### src/rtl/mcg_params.svh
`ifndef MCG_PARAMS_SVH
`define MCG_PARAMS_SVH

// ----------------------------------------
// Register numbers
// ----------------------------------------
`define MSR_CAPS_ADDR    32'h0000_0179
`define MSR_STATE_ADDR   32'h0000_017A
`define MSR_ENABLES_ADDR 32'h0000_017B
`define MSR_WDOG_ADDR    32'h0000_017C

// ----------------------------------------
// Fields
// ----------------------------------------
`define BANK_COUNT       8'h08
`define CAP_BANKEN_BIT   8
`define CAP_WDOG_BIT     9
`define CAP_BANKEN_VAL   1'b1
`define CAP_WDOG_VAL     1'b1
`define ST_RESTART_BIT   0
`define ST_CAUSE_BIT     1
`define ST_INPROG_BIT    2
`define WD_EN_BIT        0
`define WD_BASE_LSB      1
`define WD_BASE_MSB      2
`define WD_CS_LSB        3
`define WD_CS_MSB        6
`define WD_CFG_W         7
`define WD_BANK          6'h04

// ----------------------------------------
// Reset values
// ----------------------------------------
`define RST_ENABLES      64'h0000_0000_0000_0000
`define RST_WD_CFG       7'h00

// ----------------------------------------
// Timing
// ----------------------------------------
`define CLK_PERIOD_PS    8000
`define BASE_MS_NS       1000000
`define BASE_US_NS       1000
`define BASE_FAST_NS     5
`define NS_TO_CYC(ns)    (((ns) * 1000 + `CLK_PERIOD_PS - 1) / `CLK_PERIOD_PS)

`endif

### src/rtl/mcg_pkg.sv
package mcg_pkg;

  typedef enum logic [1:0] {
    BASE_MILLI,
    BASE_MICRO,
    BASE_FAST,
    BASE_RSVD
  } time_base_e;

  typedef enum logic {
    RUN_NORMAL,
    RUN_SHUTDOWN
  } run_state_e;

endpackage

### src/rtl/machine_check_global_watchdog.sv
// Contract
// [RULE_01] Capability low byte reports the number of error-reporting banks.
// [RULE_02] Capability bit 8 shows the bank-enable register is present.
// [RULE_03] Capability bit 9 shows the instruction watchdog is present.
// [RULE_04] Software never writes capabilities; bits 63 to 10 reserved.
// [RULE_05] State bit 0 set only when the program can resume reliably.
// [RULE_06] State bit 1 set when the saved instruction caused the error.
// [RULE_07] In-progress flag set on every machine-check exception.
// [RULE_08] Further error while in progress enters shutdown, no exception.
// [RULE_09] Handler software clears the in-progress flag when done.
// [RULE_10] Bank-enable register holds one bit per bank; all ones enables all.
// [RULE_11] Watchdog raises a machine check when no instruction completes.
// [RULE_12] Each completed instruction restarts the watchdog count.
// [RULE_13] Watchdog holds its count during halt or stop-grant.
// [RULE_14] Watchdog reporting is gated by its bank's control enables.
// [RULE_15] Config bit 0 enables counting; clear means no count, no check.
// [RULE_16] Bits 2:1 pick time base 1 ms, 1 us, 5 ns; 11b reserved. The 5 ns base rounds up to one 8 ns clock here.
// [RULE_17] Period equals selected count times selected time base.
// [RULE_18] Codes 0 to 7 give 4095 down to 31 units.
// [RULE_19] Code 8 gives 8191, code 9 gives 16383; rest reserved.
// [RULE_20] Software writes zeros to config bits 63 to 7.
// [RULE_21] Error registers survive a warm reset.
// [RULE_22] Uncorrectable errors raise the exception only when enabled.
// [RULE_23] Time-base ticks come from a prescaler with parameter ratios.
// [RULE_24] Reserved time base or count code never signals expiry.
`timescale 1ns/1ps
`include "mcg_params.svh"

module machine_check_global_watchdog
  import mcg_pkg::*;
#(
  parameter int unsigned BASE_MS_CYCLES   = `NS_TO_CYC(`BASE_MS_NS),
  parameter int unsigned BASE_US_CYCLES   = `NS_TO_CYC(`BASE_US_NS),
  parameter int unsigned BASE_FAST_CYCLES = `NS_TO_CYC(`BASE_FAST_NS)
) (
  input  wire logic        clk_sys,
  input  wire logic        rst_b,
  input  wire logic        warm_rst_b,
  input  wire logic        msr_req,
  input  wire logic        msr_we,
  input  wire logic [31:0] msr_addr,
  input  wire logic [63:0] msr_wdata,
  output logic      [63:0] msr_rdata,
  output logic             msr_ack,
  output logic             msr_fault,
  input  wire logic        instr_retire,
  input  wire logic        core_halted,
  input  wire logic        core_stop_grant,
  input  wire logic        exception_enable_ctl,
  input  wire logic        wdog_bank_enable,
  input  wire logic        err_valid,
  input  wire logic [7:0]  err_bank,
  input  wire logic        err_uncorrectable,
  input  wire logic        err_restart_ok,
  input  wire logic        err_ip_is_cause,
  output logic             hardware_error_exception,
  output logic             shutdown,
  output logic             wdog_expire,
  output logic             check_in_progress
);

  // ----------------------------------------
  // Reset and warm-reset synchronisers
  // ----------------------------------------
  logic [1:0] rst_pipe_q;
  logic       rst_sync_b;
  logic       warm_meta_q;
  logic       warm_sync_q;
  logic       warm_act;

  always_ff @(posedge clk_sys or negedge rst_b) begin
    if (!rst_b) begin
      rst_pipe_q <= 2'b00;
    end else begin
      rst_pipe_q <= {rst_pipe_q[0], 1'b1};
    end
  end
  assign rst_sync_b = rst_pipe_q[1];

  // Warm reset idles as released (high) after cold reset
  always_ff @(posedge clk_sys or negedge rst_sync_b) begin
    if (!rst_sync_b) begin
      warm_meta_q <= 1'b1;
      warm_sync_q <= 1'b1;
    end else begin
      warm_meta_q <= warm_rst_b;
      warm_sync_q <= warm_meta_q;
    end
  end
  assign warm_act = ~warm_sync_q;

  // ----------------------------------------
  // Register port
  // ----------------------------------------
  logic [63:0]          bank_en_q;
  logic [63:0]          bank_en_d;
  logic [`WD_CFG_W-1:0] wd_cfg_q;
  logic [`WD_CFG_W-1:0] wd_cfg_d;
  logic [63:0]          rdata_q;
  logic [63:0]          rdata_d;
  logic                 ack_q;
  logic                 ack_d;
  logic                 fault_q;
  logic                 fault_d;
  logic                 wr_state;
  logic                 wr_cfg;
  logic                 restart_ok_q;
  logic                 ip_cause_q;
  logic                 in_prog_q;
  logic [63:0]          bank_mask;

  // Banks above the implemented count read as zero
  assign bank_mask = (64'h0000_0000_0000_0001 << `BANK_COUNT)
                     - 64'h0000_0000_0000_0001;

  always_comb begin
    bank_en_d = bank_en_q;
    wd_cfg_d  = wd_cfg_q;
    rdata_d   = rdata_q;
    ack_d     = msr_req;
    fault_d   = 1'b0;
    wr_state  = 1'b0;
    wr_cfg    = 1'b0;
    if (msr_req) begin
      if (msr_addr == `MSR_CAPS_ADDR) begin
        // Writes are dropped; value is fixed by build
        if (!msr_we) begin
          rdata_d = 64'h0000_0000_0000_0000;
          rdata_d[7:0] = `BANK_COUNT; // [RULE_01]
          rdata_d[`CAP_BANKEN_BIT] = `CAP_BANKEN_VAL; // [RULE_02]
          rdata_d[`CAP_WDOG_BIT] = `CAP_WDOG_VAL; // [RULE_03]
        end
      end else if (msr_addr == `MSR_STATE_ADDR) begin
        wr_state = msr_we;
        if (!msr_we) begin
          rdata_d = 64'h0000_0000_0000_0000;
          rdata_d[`ST_RESTART_BIT] = restart_ok_q;
          rdata_d[`ST_CAUSE_BIT]   = ip_cause_q;
          rdata_d[`ST_INPROG_BIT]  = in_prog_q;
        end
      end else if (msr_addr == `MSR_ENABLES_ADDR) begin
        if (msr_we) begin
          bank_en_d = msr_wdata & bank_mask; // [RULE_10]
        end else begin
          rdata_d = bank_en_q;
        end
      end else if (msr_addr == `MSR_WDOG_ADDR) begin
        wr_cfg = msr_we;
        if (msr_we) begin
          // Upper bits are not stored
          wd_cfg_d = msr_wdata[`WD_CFG_W-1:0]; // [RULE_20]
        end else begin
          rdata_d = {57'h0, wd_cfg_q};
        end
      end else begin
        fault_d = 1'b1;
        rdata_d = 64'h0000_0000_0000_0000;
      end
    end
    if (warm_act) begin
      wd_cfg_d = `RST_WD_CFG;
    end
  end

  always_ff @(posedge clk_sys or negedge rst_sync_b) begin
    if (!rst_sync_b) begin
      bank_en_q <= `RST_ENABLES;
      wd_cfg_q  <= `RST_WD_CFG;
      rdata_q   <= 64'h0000_0000_0000_0000;
      ack_q     <= 1'b0;
      fault_q   <= 1'b0;
    end else begin
      bank_en_q <= bank_en_d;
      wd_cfg_q  <= wd_cfg_d;
      rdata_q   <= rdata_d;
      ack_q     <= ack_d;
      fault_q   <= fault_d;
    end
  end

  // ----------------------------------------
  // Instruction watchdog
  // ----------------------------------------
  time_base_e  base_sel;
  logic [3:0]  cs_sel;
  logic [14:0] unit_lim;
  logic        lim_ok;
  logic [16:0] ratio_m1;
  logic        run_ok;
  logic [16:0] pre_q;
  logic [16:0] pre_d;
  logic [14:0] unit_q;
  logic [14:0] unit_d;
  logic        expire_q;
  logic        expire_d;

  assign base_sel = time_base_e'(wd_cfg_q[`WD_BASE_MSB:`WD_BASE_LSB]);
  assign cs_sel = wd_cfg_q[`WD_CS_MSB:`WD_CS_LSB];

  always_comb begin
    lim_ok = (cs_sel <= 4'h9); // [RULE_24]
    case (cs_sel) // [RULE_18] [RULE_19]
      4'h0: unit_lim = 15'd4095;
      4'h1: unit_lim = 15'd2047;
      4'h2: unit_lim = 15'd1023;
      4'h3: unit_lim = 15'd511;
      4'h4: unit_lim = 15'd255;
      4'h5: unit_lim = 15'd127;
      4'h6: unit_lim = 15'd63;
      4'h7: unit_lim = 15'd31;
      4'h8: unit_lim = 15'd8191;
      4'h9: unit_lim = 15'd16383;
      default: unit_lim = 15'd1;
    endcase
    case (base_sel) // [RULE_16] [RULE_23]
      BASE_MILLI: ratio_m1 = 17'(BASE_MS_CYCLES - 1);
      BASE_MICRO: ratio_m1 = 17'(BASE_US_CYCLES - 1);
      BASE_FAST:  ratio_m1 = 17'(BASE_FAST_CYCLES - 1);
      default:    ratio_m1 = 17'h0_0000;
    endcase
  end

  // Reserved codes park the counter rather than guess a period
  assign run_ok = wd_cfg_q[`WD_EN_BIT] && lim_ok
                  && (base_sel != BASE_RSVD); // [RULE_15] [RULE_24]

  always_comb begin
    pre_d    = pre_q;
    unit_d   = unit_q;
    expire_d = 1'b0;
    if (warm_act || !run_ok || wr_cfg || instr_retire) begin // [RULE_12]
      pre_d  = 17'h0_0000;
      unit_d = 15'h0000;
    end else if (core_halted || core_stop_grant) begin
      pre_d  = pre_q; // [RULE_13]
    end else if (pre_q >= ratio_m1) begin
      pre_d = 17'h0_0000;
      if (unit_q + 15'd1 >= unit_lim) begin
        unit_d   = 15'h0000; // [RULE_17]
        expire_d = 1'b1; // [RULE_11]
      end else begin
        unit_d = unit_q + 15'd1;
      end
    end else begin
      pre_d = pre_q + 17'd1;
    end
  end

  always_ff @(posedge clk_sys or negedge rst_sync_b) begin
    if (!rst_sync_b) begin
      pre_q    <= 17'h0_0000;
      unit_q   <= 15'h0000;
      expire_q <= 1'b0;
    end else begin
      pre_q    <= pre_d;
      unit_q   <= unit_d;
      expire_q <= expire_d;
    end
  end

  // ----------------------------------------
  // Exception and shutdown control
  // ----------------------------------------
  run_state_e run_q;
  run_state_e run_d;
  logic       restart_ok_d;
  logic       ip_cause_d;
  logic       in_prog_d;
  logic       exc_q;
  logic       exc_d;
  logic       ext_rep;
  logic       wd_rep;

  // Correctable errors stay in the bank logs only
  assign ext_rep = err_valid && err_uncorrectable && exception_enable_ctl
                   && (err_bank < `BANK_COUNT)
                   && bank_en_q[err_bank[5:0]]; // [RULE_22]
  assign wd_rep  = expire_q && wdog_bank_enable && exception_enable_ctl
                   && bank_en_q[`WD_BANK]; // [RULE_14]

  always_comb begin
    run_d  = run_q;
    restart_ok_d = restart_ok_q;
    ip_cause_d   = ip_cause_q;
    in_prog_d    = in_prog_q;
    exc_d        = 1'b0;
    if (wr_state) begin
      restart_ok_d = msr_wdata[`ST_RESTART_BIT];
      ip_cause_d   = msr_wdata[`ST_CAUSE_BIT];
      in_prog_d    = msr_wdata[`ST_INPROG_BIT]; // [RULE_09]
    end
    case (run_q)
      RUN_NORMAL: begin
        if (ext_rep || wd_rep) begin
          if (in_prog_q) begin
            run_d = RUN_SHUTDOWN; // [RULE_08]
          end else begin
            exc_d     = 1'b1;
            in_prog_d = 1'b1; // [RULE_07]
            // A hung instruction cannot be resumed
            restart_ok_d = ext_rep ? err_restart_ok : 1'b0; // [RULE_05]
            ip_cause_d   = ext_rep ? err_ip_is_cause : 1'b1; // [RULE_06]
          end
        end
      end
      RUN_SHUTDOWN: run_d = RUN_SHUTDOWN;
    endcase
    // Logged state is kept; the core run state restarts, and the watchdog config and count clear too
    if (warm_act) begin
      run_d = RUN_NORMAL; // [RULE_21]
      exc_d = 1'b0;
    end
  end

  always_ff @(posedge clk_sys or negedge rst_sync_b) begin
    if (!rst_sync_b) begin
      run_q  <= RUN_NORMAL;
      restart_ok_q <= 1'b0;
      ip_cause_q   <= 1'b0;
      in_prog_q    <= 1'b0;
      exc_q  <= 1'b0;
    end else begin
      run_q  <= run_d;
      restart_ok_q <= restart_ok_d;
      ip_cause_q   <= ip_cause_d;
      in_prog_q    <= in_prog_d;
      exc_q  <= exc_d;
    end
  end

  assign msr_rdata                = rdata_q;
  assign msr_ack                  = ack_q;
  assign msr_fault                = fault_q;
  assign hardware_error_exception = exc_q;
  assign shutdown                 = (run_q == RUN_SHUTDOWN);
  assign wdog_expire              = expire_q;
  assign check_in_progress        = in_prog_q;

endmodule

### config.mk
export PLATFORM = sky130hd
export DESIGN_NAME = machine_check_global_watchdog
export DESIGN_NICKNAME = d
export VERILOG_FILES = /design/src/rtl/mcg_pkg.sv /design/src/rtl/machine_check_global_watchdog.sv
export VERILOG_INCLUDE_DIRS = /design/src /design/src/rtl
export SDC_FILE = /design/constraint.sdc
export NUM_CORES = 1
export LEC_CHECK = 0
export ABC_CLOCK_PERIOD_IN_PS = 2200
export CORE_MARGIN = 4
export CORE_UTILIZATION = 55
export CTS_CLUSTER_DIAMETER = 150
export CTS_CLUSTER_SIZE = 28
export DETAILED_ROUTE_END_ITERATION = 12
export DONT_BUFFER_PORTS = 1
export PLACE_DENSITY = 0.79
export SLEW_MARGIN = 40
export SYNTH_ARGS = -nofsm -noshare
export SYNTH_HDL_FRONTEND = slang
export SYNTH_SLANG_ARGS = --single-unit
### constraint.sdc
create_clock -name clk_sys -period 2.2 [get_ports clk_sys]
set_input_delay 0.22 -clock clk_sys [delete_from_list [all_inputs] [get_ports clk_sys]]
set_output_delay 0.22 -clock clk_sys [all_outputs]
set_load 0.05 [all_outputs]
# Yosys cells after proc, flatten, opt, wreduce, memory -nomap -nowiden
# Memories as Yosys holds them, arrays and structs flattened.
# Index checks and enable logic that the tools add are counted.
# op_classes
add_sub_neg	2
order_cmp	5
eq_ne	17
mux	64
bitwise_logic	4
reduce_logical	21
# op_table
op	count
64-bit two-way mux	8
32-bit by 9-bit == test with 1-bit output (second input constant)	4
15-bit two-way mux	4
17-bit two-way mux	3
7-bit two-way mux	7
1-bit two-way mux	39
17-bit case mux with 2 select lines	1
2-bit != test (second input constant)	11
17-bit by 1-bit adder with 17-bit output (second input constant)	1
17-bit greater-or-equal comparator	1
15-bit by 1-bit adder with 15-bit output (second input constant)	1
15-bit greater-or-equal comparator	1
5-bit AND reduction	2
1-bit logical AND	9
8-bit by 4-bit < comparator with 1-bit output (second input constant)	1
6-bit by 7-bit < comparator with 1-bit output (second input constant)	1
1-bit binary-select mux with 6-bit select	1
6-bit AND reduction	1
1-bit logical OR	5
4-bit <= comparator (second input constant)	1
1-bit NOT	4
2-bit by 1-bit == test with 1-bit output (second input constant)	1
2-bit zero test	1
2-bit by 1-bit != test with 1-bit output (second input constant)	1
other kinds (4)	4
# word_totals
ff_bits	123
rom_bits	208
in_bits	118
output_inout_bits	70
elab_cells	130
n_memories	1
# mem_list
memory	depth	word_bits	read_ports	rd_ports_with_merged_regs	write_ports	line_no	source
(name not given)	16	13	1	0	0	machine_check_global_watchdog.sv:202	case (cs_sel)

# Logic depth before layout (Yosys ltp)
# Gate-level depths: netlist of the first run.
# logic_depth
ltp_word	10
depth_mapped	14
mapped_depth_nobuf	13

# Worst setup path before layout of the first run
# Ideal clock, no wire load.
# synth_timing
path_kind	register to register
startpoint	register wd_cfg_q[2]
endpoint	register unit_q[1]
arrival_time_ns	2.500
required_ns	2.079
path_slack_ns	-0.421
stages_incl_launch_ff	12
synth_period_minus_slack_ns	2.621
cell_sequence	dfrtp_1 > buf_2 > or2_2 > ha_1 > and2_1 > o21ai_0 > a31oi_1 > o41ai_1 > a22o_1 > o31a_2 > buf_4 > a22o_1
# synth_via
elab_chain_cells	8
word_cells_on_any_way	14
# synth_lines
element	line_no	source
start: declaration	machine_check_global_watchdog.sv:97	logic [`WD_CFG_W-1:0] wd_cfg_q;
start signal: assignment	machine_check_global_watchdog.sv:168	wd_cfg_q <= `RST_WD_CFG;
start signal: assignment	machine_check_global_watchdog.sv:174	wd_cfg_q <= wd_cfg_d;
parallel branches: the longest is 8 deep, another holds 17-bit greater-or-equal comparator	-	
end signal: assignment	machine_check_global_watchdog.sv:256	unit_q <= unit_d;
end: declaration	machine_check_global_watchdog.sv:192	logic [14:0] unit_q;
# Parallel ways; which one is timed is not known.
# A chain may end at the register's enable or synchronous reset.

# Final worst setup path of the first run
# layout_timing
startpoint	register unit_q[2]
endpoint	register unit_q[0]
# layout_via
elab_chain_cells	6
# layout_lines
element	line_no	source
15-bit by 1-bit adder with 15-bit output	machine_check_global_watchdog.sv:238	if (unit_q + 15'd1 >= unit_lim) begin
15-bit greater-or-equal comparator	machine_check_global_watchdog.sv:238	
15-bit two-way mux	machine_check_global_watchdog.sv:238	
15-bit two-way mux	machine_check_global_watchdog.sv:236	end else if (pre_q >= ratio_m1) begin
15-bit two-way mux	machine_check_global_watchdog.sv:234	end else if (core_halted || core_stop_grant) begin
15-bit two-way mux	machine_check_global_watchdog.sv:231	if (warm_act || !run_ok || wr_cfg || instr_retire) begin
# No other way between the ends. The select of a mux whose other input is x is not followed.

==> results of run 1 <==
## critical path, delay by kind of cell (launching register included)
family | cells | cell delay, ns
AND/OR/NAND/NOR | 6 | 0.89
XOR/XNOR | 1 | 0.24
multiplexers | 1 | 0.26
AO/OA/AOI/OAI | 4 | 0.56
adder cells (fa/ha/maj) | 1 | 0.24
flip-flops | 1 | 0.38
buffers and inverters | 1 | 0.14
## power by group through the flow
stage	logic (mW)	clock network [mW]	registers (mW)
finish	0.285	0.969	1.28
global route	0.299	1.04	1.28
CTS	0.276	0.974	1.28
detailed placement	0.271	0	1.30
global placement	0.269	0	1.30
floorplan	0.311	0	1.32
## cell usage in the layout (no fill, tap or decap), drive strengths merged, types with 3 or more instances in the layout
master       synthesis  layout
inv                  9      12
nand2b               6       6
a21o                 7       7
conb                 2      55
nor2                36      36
clkbuf               5       9
a22oi                6       6
nor4b                4       4
o21ai               14      14
nor4                 3       3
nand3               18      18
dlygate4sd3          0       8
mux2                15      15
nand4               12      12
xnor2               18      18
a21oi               14      14
and2                 8       8
buf                 65      71
nand2               42      42
a2111oi              3       3
ha                  25      25
nor3b                3       3
mux2i                9       9
a22o                13      13
dfrtp               66      66
nor2b               15      15
xor2                 7       7
and3                 8       8
and4                 3       3
nor3                 9       9
## per-layer routing
| layer | vias up | track usage | part of all wire | wire [um] |
|---|---|---|---|---|
| met5 | - | 0 | 0 | 0 |
| met3 | 38 | 0.06802 | 0.086 | 1067 |
| li1 | 1700 | - | - | - |
| met1 | 1813 | 0.2808 | 0.38 | 4724 |
| met4 | 0 | 0.1303 | 0.041 | 508 |
| met2 | 215 | 0.4048 | 0.49 | 6108 |
## kinds of logic (layout without fill, tap and decap cells)
family                   count (synthesis)  in the layout
AO/OA/AOI/OAI                           70             71
XOR/XNOR                                25             25
adder cells (fa/ha/maj)                 25             25
buffers and inverters                   79            104
flip-flops                              68             68
multiplexers                            26             26
other                                    2             55
AND/OR/NAND/NOR                        175            175
## worst paths after layout
check                               from             to  slack [ns]  cells after the start
min                         msr_wdata[1]   bank_en_q[1]       0.007                      1
max                            unit_q[2]      unit_q[0]       -0.65                     14
max reg2reg                    unit_q[2]      unit_q[0]       -0.65                     14
max in group asynchronous  rst_pipe_q[1]    warm_meta_q        1.60                      1
min reg2reg                rst_pipe_q[1]       pre_q[4]        0.28                      1
min in group asynchronous          rst_b  rst_pipe_q[0]        0.09                      1
## through the flow
stage / util / instance area (sq um) / power [mW] / setup WS (ns) / hold slack, ns
2_1_floorplan: - / 4860 / 1.630 / -0.2636 / -0.07559
4_1_cts: 0.6711 / 5514 / 2.525 / -0.3450 / 0.0009013
6_report: 0.7038 / 5783 / 2.530 / -0.6480 / 0.007053
3_5_place_dp: 0.5933 / 4875 / 1.571 / -0.4639 / -0.07551
3_3_place_gp: 0.5933 / 4875 / 1.569 / -0.3723 / -0.07552
5_1_grt: 0.7038 / 5783 / 2.615 / -0.6991 / -0.004320
## timing repair
| action | 4_1_cts | 5_1_grt |
|---|---|---|
| cloned | 3 | 0 |
| resized for setup | 60 | 36 |
| hold buffers | 3 | 5 |
| pin swaps | 30 | 21 |
| setup endpoints to repair | 33 | 33 |
| setup buffers | 13 | 6 |
| hold endpoints to repair | 4 | 5 |
## final cells by class
class | count | area [sq um] | area share
clock buffer | 9 | 123.9 | 0.02142
multi-input combinational | 377 | 3054 | 0.5281
inverter | 9 | 33.78 | 0.005842
timing repair buffer | 79 | 675.6 | 0.1168
clock inverter | 7 | 58.81 | 0.01017
sequential | 68 | 1705 | 0.2949
tap | 105 | 131.4 | 0.02272
## sequential cells by signal, indices dropped and copies added (netlist names)
| register | flops |
|---|---|
| pre_q | 17 |
| msr_rdata | 9 |
| ip_cause_q | 1 |
| check_in_progress | 1 |
| bank_en_q | 8 |
| wdog_expire | 1 |
| restart_ok_q | 1 |
| wd_cfg_q | 7 |
| warm_sync_q | 1 |
| warm_meta_q | 1 |
| hardware_error_exception | 1 |
| shutdown | 1 |
| rst_pipe_q | 2 |
| msr_ack | 1 |
| msr_fault | 1 |
| unit_q | 15 |
==> impl_metrics.csv, run 1 <==
group,metric,value,unit
route,wl,12.41,mm
setup_path,worstPathRequired,2.44,ns
power,power.internal,1.716,mW
power,comb_power_share,0.113,
clock_network,cts_root_buffer,"clkbuf_8",
setup_path,crit_path_start_kind,"flip-flop",
place,io_buffer_count,0,
logic_synthesis,synth.cell_area,4623,sq um
logic_synthesis,yosysTopAreaCell,"dfrtp_1",
timing,rsz0062_at_grt,"true",
route,drtIter0Drc,219,
logic_synthesis,ys.warnings.count,0,
setup_path,crit_fanout,6,
run_status,violations,"negative setup slack",
power,p_per_area,437.4,nW/um^2
logic_synthesis,synth_common_cells,"66 x dfrtp_1, 58 x buf_4, 42 x nand2_1, 35 x nor2_1, 25 x ha_1",
power,leakagePower,2.731,nW
logic_synthesis,synth_fa_ha_area_frac,0.06766,
setup_path,cp_data_arrival_time,3.09,ns
clock_network,tritoncts,"yes",
power,power_frac_seq,0.504,
place,place_congestion,0.9046,
place,placed_cells,610,
timing,fin_skew,0.01101,ns
timing,fmax,351.1,MHz
logic_synthesis,synth-edff-count,0,
power,vdd_ir_drop_max,465.4,uV
global_routing,overflow,0,
power,pwr-share-clk,0.383,
global_routing,grt_max_degree,67,
logic_synthesis,synth-simple-area-share,0.2168,
final_layout,nNetsFinal,687,
setup_path,crit_type,"reg2reg",
logic_synthesis,synth_top_flop_cell,"dfrtp_1",
timing,worst_slew_pin_slew,0.6271,ns
final_layout,drive_above_1_share,0.3352,
clock_network,cts_buffer_depth,2,
die,die-area,9937,sq um
timing,relSlewSlack,0.5819,
logic_synthesis,yosysSeqAreaShare,0.3686,
route,vias_per_cell,5.758,
logic_synthesis,yosysMostFrequentCell,"dfrtp_1",
logic_synthesis,yosysTopAreaCellShare,0.3572,
route,drc_errors,0,
die,start_util,0.5627,
logic_synthesis,synth_compound_area_frac,0.1085,
logic_synthesis,synth.distinct_cells,63,
logic_synthesis,syn_inst,470,
route,dr_total_vias,3766,
place,dpl.hpwl,7.751,mm
logic_synthesis,syn-mean-instance-area,9.837,sq um
global_routing,grt_pass1_vias,3825,
logic_synthesis,async_flop_share,1.000,
final_layout,n_antenna_cell,0,
route,dr.pass1.iters,5,
setup_path,path_cells,"and3_4 -> and3_4 -> and2_4 -> nand2_2 -> xnor2_2 -> ha_2 -> a21oi_2 -> o21a_1 -> a21oi_2 -> o21ai_2 -> nand3_4 -> nor3_4 -> buf_6 -> mux2_2",
worst_hold_path,hold_path.class,"in2reg",
run_status,status,"finished, violations left",
route,final_antenna_net_count,0,
timing,hold_viol_final,0,
die,die_height,99.69,um
clock_network,cts_sinks,68,
setup_path,slowest_stage,"dfrtp_1",
clock_network,cts_made_buffers,9,
logic_synthesis,ys_ff_latch,68,
power,switching_share,0.3218,
final_layout,fillCellCount,534,
timing,drv_slew,0,
global_routing,grt_use_total,0.2423,
clock_network,clk_latency,0.36,ns
clock_network,clk_pin_slew,0.08,ns
final_layout,synthToLayoutAreaGrowth,25.09,%
route,wl_per_cell,18.97,um
timing,tns,-13.81,ns
logic_synthesis,yosys-top-cells-area,"dfrtp_1 36%, buf_4 9.4%, ha_1 6.8%",
final_layout,layoutNonFillerInstCount,654,
setup_path,cp-end-kind,"flip-flop",
timing,layout_min_cycle_time,2.848,ns
die,die_w,99.69,um
die,rows,33,
global_routing,antenna_found_initial,0,
power,switching_power,0.8140,mW
timing,setup_viol_count_final,33,
global_routing,grt_pass1_wl,18.90,mm
setup_path,cpPeakStageDelay,0.38,ns
timing,finalCritPeriodShare,1.295,
timing,setup_slack,-0.6480,ns
die,io_pins,188,
logic_synthesis,synthXorXnorAreaFrac,0.04736,
die,core_area,8217,sq um
run,drv_cap,0,
clock_network,htreeDepth,3,
logic_synthesis,synth_top_family_by_area,"simple AND/OR/NAND/NOR gates",
logic_synthesis,muxShareOfSynthArea,0.07226,
Power figures use the tool's default switching activity.
==> inputs of run 2 (changes only) <==
ABC_AREA = 1   (was not set)
==> impl_metrics.csv, run 2 <==
group,metric,value,unit
clock_network,tritoncts,"yes",
logic_synthesis,synth-edff-count,0,
global_routing,grt_use_total,0.2319,
global_routing,grt_pass1_wl,21.84,mm
route,final_antenna_net_count,0,
setup_path,crit_family,"simple AND/OR/NAND/NOR gates",
run_status,violations,"negative setup slack",
route,wl,14.14,mm
logic_synthesis,synth_top_flop_cell,"dfrtp_1",
final_layout,largest_reg_flops,17,
worst_hold_path,min_from,"msr_req",
route,vias_per_cell,5.259,
setup_path,crit_path_start_kind,"flip-flop",
die,core_area,9774,sq um
setup_path,slowest_stage,"dfrtp_1",
final_layout,n_antenna_cell,0,
route,wl_per_cell,14.31,um
worst_hold_path,min_path_cells,2,
final_layout,final_common_cell,"nand2_1",
setup_path,crit_type,"reg2reg",
clock_network,cts_sinks,68,
final_layout,fin_area,6548,sq um
clock_network,cts_root_buffer,"clkbuf_8",
route,drtIter0Drc,323,
logic_synthesis,synth_common_cells,"206 x nand2_1, 108 x inv_1, 72 x nand3_1, 69 x nor2_1, 66 x dfrtp_1",
timing,setup_viol_count_final,15,
route,dr.pass1.iters,5,
final_layout,top_register,"pre_q",
die,rows,36,
setup_path,crit_fanout,7,
route,drc_errors,0,
final_layout,post-route-util,0.6699,
logic_synthesis,yosysSeqAreaShare,0.3098,
setup_path,rrSetupSlack,-0.32,ns
logic_synthesis,yosysMostFrequentCell,"nand2_1",
timing,fin_skew,0.01340,ns
timing,fmax,397.5,MHz
setup_path,path_buf_inv,3,
global_routing,overflow,0,
final_layout,drive_above_1_share,0.2175,
timing,hold_viol_final,0,
die,start_util,0.5627,
clock_network,clk_latency,0.36,ns
setup_path,worstPathRequired,2.50,ns
worst_hold_path,hold_path.class,"in2reg",
timing,layout_min_cycle_time,2.516,ns
logic_synthesis,yosysTopAreaCellShare,0.3003,
timing,rsz0062_at_grt,"true",
die,die_height,108,um
setup_path,cpPeakStageDelay,0.44,ns
setup_path,cp_data_arrival_time,2.81,ns
logic_synthesis,ys.warnings.count,0,
setup_path,rr_worst_depth,17,
clock_network,htreeDepth,3,
global_routing,grt_max_degree,67,
logic_synthesis,syn_inst,790,
setup_path,cp-end-kind,"flip-flop",
timing,finalCritPeriodShare,1.144,
place,place_congestion,0.8803,
place,io_buffer_count,0,
timing,drv_slew,0,
logic_synthesis,syn-mean-instance-area,6.962,sq um
die,die_w,108,um
setup_path,cp.depth,17,
die,io_pins,188,
timing,worst_slew_pin_slew,0.5514,ns
power,total_power,3.058,mW
logic_synthesis,async_flop_share,1.000,
power,leakagePower,3.602,nW
setup_path,path_cells,"buf_6 -> nand2_4 -> nor2_4 -> nand2_2 -> xor2_2 -> inv_2 -> ha_4 -> nand2_2 -> nand2_2 -> a21oi_2 -> nand2_1 -> nand2_2 -> nand3_4 -> buf_8 -> nor3_2 -> nand4_1 -> nand2_1",
logic_synthesis,yosysTopAreaCell,"dfrtp_1",
worst_hold_path,holdPathEnd,"msr_rdata[7]",
power,vdd_ir_drop_max,393.2,uV
power,p_per_area,467.0,nW/um^2
logic_synthesis,ys_ff_latch,68,
global_routing,grt_pass1_vias,4580,
final_layout,layout_common_cells,"186 x nand2_1, 103 x inv_1, 67 x nand3_1",
place,dpl.hpwl,9.654,mm
logic_synthesis,synth.cell_area,5500,sq um
logic_synthesis,synth.distinct_cells,40,
timing,relSlewSlack,0.6324,
logic_synthesis,yosys-top-cells-area,"dfrtp_1 30%, nand2_1 14%, buf_4 7.6%",
clock_network,cts_made_buffers,9,
setup_path,r2r-start,"unit_q[2]",
clock_network,clk_pin_slew,0.08,ns
timing,setup_slack,-0.3158,ns
global_routing,antenna_found_initial,0,
clock_network,cts_buffer_depth,2,
die,die-area,11660,sq um
run_status,status,"finished, violations left",
setup_path,crit_top_cell,"nand2_2",
run,drv_cap,0,
route,dr_total_vias,5196,
setup_path,reg2reg_to,"unit_q[3]",
final_layout,synthToLayoutAreaGrowth,19.04,%
place,dpl_cell_area,5719,sq um
final_layout,nNetsFinal,993,
## run 2: kinds of logic (layout without fill, tap and decap cells)
family,Yosys count,count (layout),synth area share
AOI/OAI and AO/OA,49,49,0.05118
xor gates and xnor gates,19,19,0.03025
buffers and inverters,190,202,0.1811
DFF,68,68,0.3098
and+or+nand+nor,437,437,0.3694
other,2,55,0.001365
adders and majority gates,25,25,0.05687
## run 2: worst max-delay path by stage
| stage | slack, ns | from | to |
|---|---|---|---|
| 6_report | -0.32 | unit_q[2] | unit_q[3] |
| 5_1_grt | -0.46 | unit_q[3] | unit_q[3] |
| 4_1_cts | -0.21 | unit_q[0] | unit_q[13] |
| 3_5_place_dp | -0.32 | unit_q[1] | unit_q[13] |
| 3_3_place_gp | -0.28 | unit_q[1] | unit_q[0] |
| 2_1_floorplan | -0.15 | unit_q[0] | wdog_expire |
## run 2: stage by stage
step | hold slack, ns | setup slack, ns | TNS (ns) | instances
floorplan | -0.07559 | -0.1514 | -1.211 | 843
global placement | -0.07554 | -0.2810 | -3.788 | 949
detailed placement | -0.07554 | -0.3198 | -4.374 | 949
CTS | 0.002039 | -0.2051 | -2.544 | 975
global route | 0.008199 | -0.4556 | -7.478 | 988
finish | 0.02148 | -0.3158 | -3.723 | 988
## run 2: area by class of cell
cell class | count | area, sq um
Clock buffer | 9 | 123.9
Inverter | 116 | 442.9
Timing Repair Buffer | 70 | 645.6
Multi-Input combinational cell | 585 | 3376
Fill cell | 785 | 3227
Clock inverter | 7 | 83.83
Tap cell | 133 | 166.4
Sequential cell | 68 | 1709
## run 2: layer usage
metal,part of all wire,GRT usage,up-vias
li1,-,-,2544
met1,0.42,0.3299,2418
met2,0.48,0.3530,205
met3,0.075,0.05313,29
met4,0.022,0.07033,0
met5,0,0,-
## run 2: report_power, final
group          total, mW  leakage (nW)  internal (mW)  switching (mW)
Combinational      0.622          2.59          0.158           0.464
Clock               1.13         0.102          0.544           0.583
Sequential          1.31         0.911           1.27          0.0374
## run 2: repair_timing
action	CTS	global route
setup endpoints to repair	32	33
resized for setup	16	73
gates cloned	0	3
setup buffers	3	10
hold buffers	7	0
pin swaps	9	30
endpoints found under the hold margin	11	0
==> inputs of run 3 (changes only) <==
REMOVE_ABC_BUFFERS = 1   (was not set)
==> impl_metrics.csv, run 3 (synthesized netlist as in run 2, its figures left out) <==
group,metric,value,unit
global_routing,grt_max_degree,35,
run,drv_cap,0,
timing,rsz0062_at_grt,"true",
global_routing,grt_pass1_wl,21.18,mm
timing,finalCritPeriodShare,1.125,
route,wl_per_cell,14.01,um
place,dpl.hpwl,9.780,mm
final_layout,final_common_cell,"nand2_1",
die,io_pins,188,
timing,hold_ws,0.01480,ns
die,rows,36,
die,die_height,108,um
timing,fmax,404.0,MHz
clock_network,cts_made_buffers,9,
timing,setup_viol_count_final,15,
setup_path,crit_type,"reg2reg",
worst_hold_path,hold_path.class,"in2reg",
route,vias_per_cell,5.204,
global_routing,grt_pass1_vias,4604,
power,p_per_area,472.2,nW/um^2
setup_path,crit_path_start_kind,"flip-flop",
global_routing,antenna_found_initial,0,
die,core_area,9774,sq um
timing,setup_slack,-0.2751,ns
clock_network,clk_latency,0.36,ns
setup_path,cp-end-kind,"flip-flop",
route,drtIter0Drc,322,
timing,relSlewSlack,0.5952,
final_layout,layout_common_cells,"185 x nand2_1, 98 x inv_1, 66 x nand3_1",
die,start_util,0.5627,
final_layout,synthToLayoutAreaGrowth,20.61,%
final_layout,nNetsFinal,1003,
final_layout,drive_above_1_share,0.2428,
run_status,status,"finished, violations left",
setup_path,cp_data_arrival_time,2.73,ns
place,place_congestion,0.9067,
timing,fin_skew,0.01486,ns
route,dr_total_vias,5194,
timing,layout_min_cycle_time,2.475,ns
timing,hold_viol_final,0,
clock_network,cts_sinks,68,
global_routing,grt_use_total,0.2253,
clock_network,cts_root_buffer,"clkbuf_8",
timing,worst_slew_pin_slew,0.6073,ns
final_layout,largest_reg_flops,17,
clock_network,tritoncts,"yes",
final_layout,fillCellCount,791,
power,vdd_ir_drop_max,496.8,uV
route,wl,13.98,mm
route,drc_errors,0,
setup_path,worstPathRequired,2.45,ns
final_layout,fin_area,6634,sq um
power,leakagePower,3.596,nW
route,final_antenna_net_count,0,
clock_network,htreeDepth,3,
setup_path,crit_fanout,6,
die,die_w,108,um
final_layout,layoutNonFillerInstCount,998,
final_layout,top_register,"pre_q",
place,placed_cells,964,
place,dpl_cell_area,5784,sq um
global_routing,overflow,0,
final_layout,n_antenna_cell,0,
power,total_power,3.133,mW
clock_network,clk_pin_slew,0.08,ns
final_layout,post-route-util,0.6787,
run_status,violations,"negative setup slack",
place,io_buffer_count,0,
timing,drv_slew,0,
clock_network,cts_buffer_depth,2,
die,die-area,11660,sq um
route,dr.pass1.iters,5,
[run 3: report_power, final]
part / leakage, nW / switching (mW) / internal (mW) / total (mW)
registers: 0.916 / 0.0478 / 1.27 / 1.32
logic: 2.57 / 0.456 / 0.172 / 0.628
clock network: 0.110 / 0.541 / 0.644 / 1.18
total: 3.60 / 1.04 / 2.09 / 3.13
[run 3: area by class of cell]
class	count	area (sq um)	share of cell area
Sequential cell	68	1708	0.2575
Inverter	116	440.4	0.06639
Timing Repair Buffer	80	663.1	0.09996
Multi-Input combinational cell	585	3433	0.5175
Clock buffer	9	123.9	0.01867
Clock inverter	7	98.84	0.01490
Tap cell	133	166.4	0.02508
[run 3: routing by layer]
layer | GRT usage | wire [um] | vias up
met3 | 0.04000 | 766 | 22
li1 | - | - | 2566
met4 | 0.06673 | 211 | 0
met5 | 0 | 0 | -
met2 | 0.3659 | 7256 | 157
met1 | 0.3090 | 5749 | 2449
[run 3: repair_timing]
action | 4_1_cts | 5_1_grt
endpoints found under the setup margin | 18 | 33
hold endpoints to repair | 9 | 1
pin swaps | 11 | 32
gates resized for setup | 33 | 77
buffers inserted | 5 | 8
hold buffers | 4 | 1
[run 3: worst paths after layout]
check | from | to | slack [ns] | cells after the start
max | unit_q[4] | unit_q[9] | -0.28 | 17
min | msr_req | msr_rdata[3] | 0.01 | 2
max reg2reg | unit_q[4] | unit_q[9] | -0.28 | 17
min reg2reg | rst_pipe_q[1] | shutdown | 0.28 | 0
max in group asynchronous | rst_pipe_q[1] | unit_q[14] | 1.37 | 1
min in group asynchronous | rst_b | rst_pipe_q[1] | 0.10 | 1
[run 3: worst max-delay path, stage by stage, from the launching register on]
cell	delay (ns)
dfrtp_1	0.45
nand2_2	0.12
nor2_2	0.18
nand2_2	0.08
nor2_1	0.10
nand3_1	0.09
nand2_2	0.11
inv_2	0.05
ha_4	0.26
nand2_2	0.07
buf_4	0.14
nor3_2	0.19
nand2_2	0.09
nand3_4	0.12
buf_6	0.15
nor3_2	0.04
nand4_1	0.07
nand2_1	0.06
[run 3: through the flow]
| step | TNS, ns | setup WS, ns |
|---|---|---|
| 2_1_floorplan | -7.972 | -0.6779 |
| 3_3_place_gp | -4.646 | -0.3375 |
| 3_5_place_dp | -5.508 | -0.4062 |
| 4_1_cts | -2.828 | -0.2387 |
| 5_1_grt | -7.150 | -0.4802 |
| 6_report | -3.889 | -0.2751 |
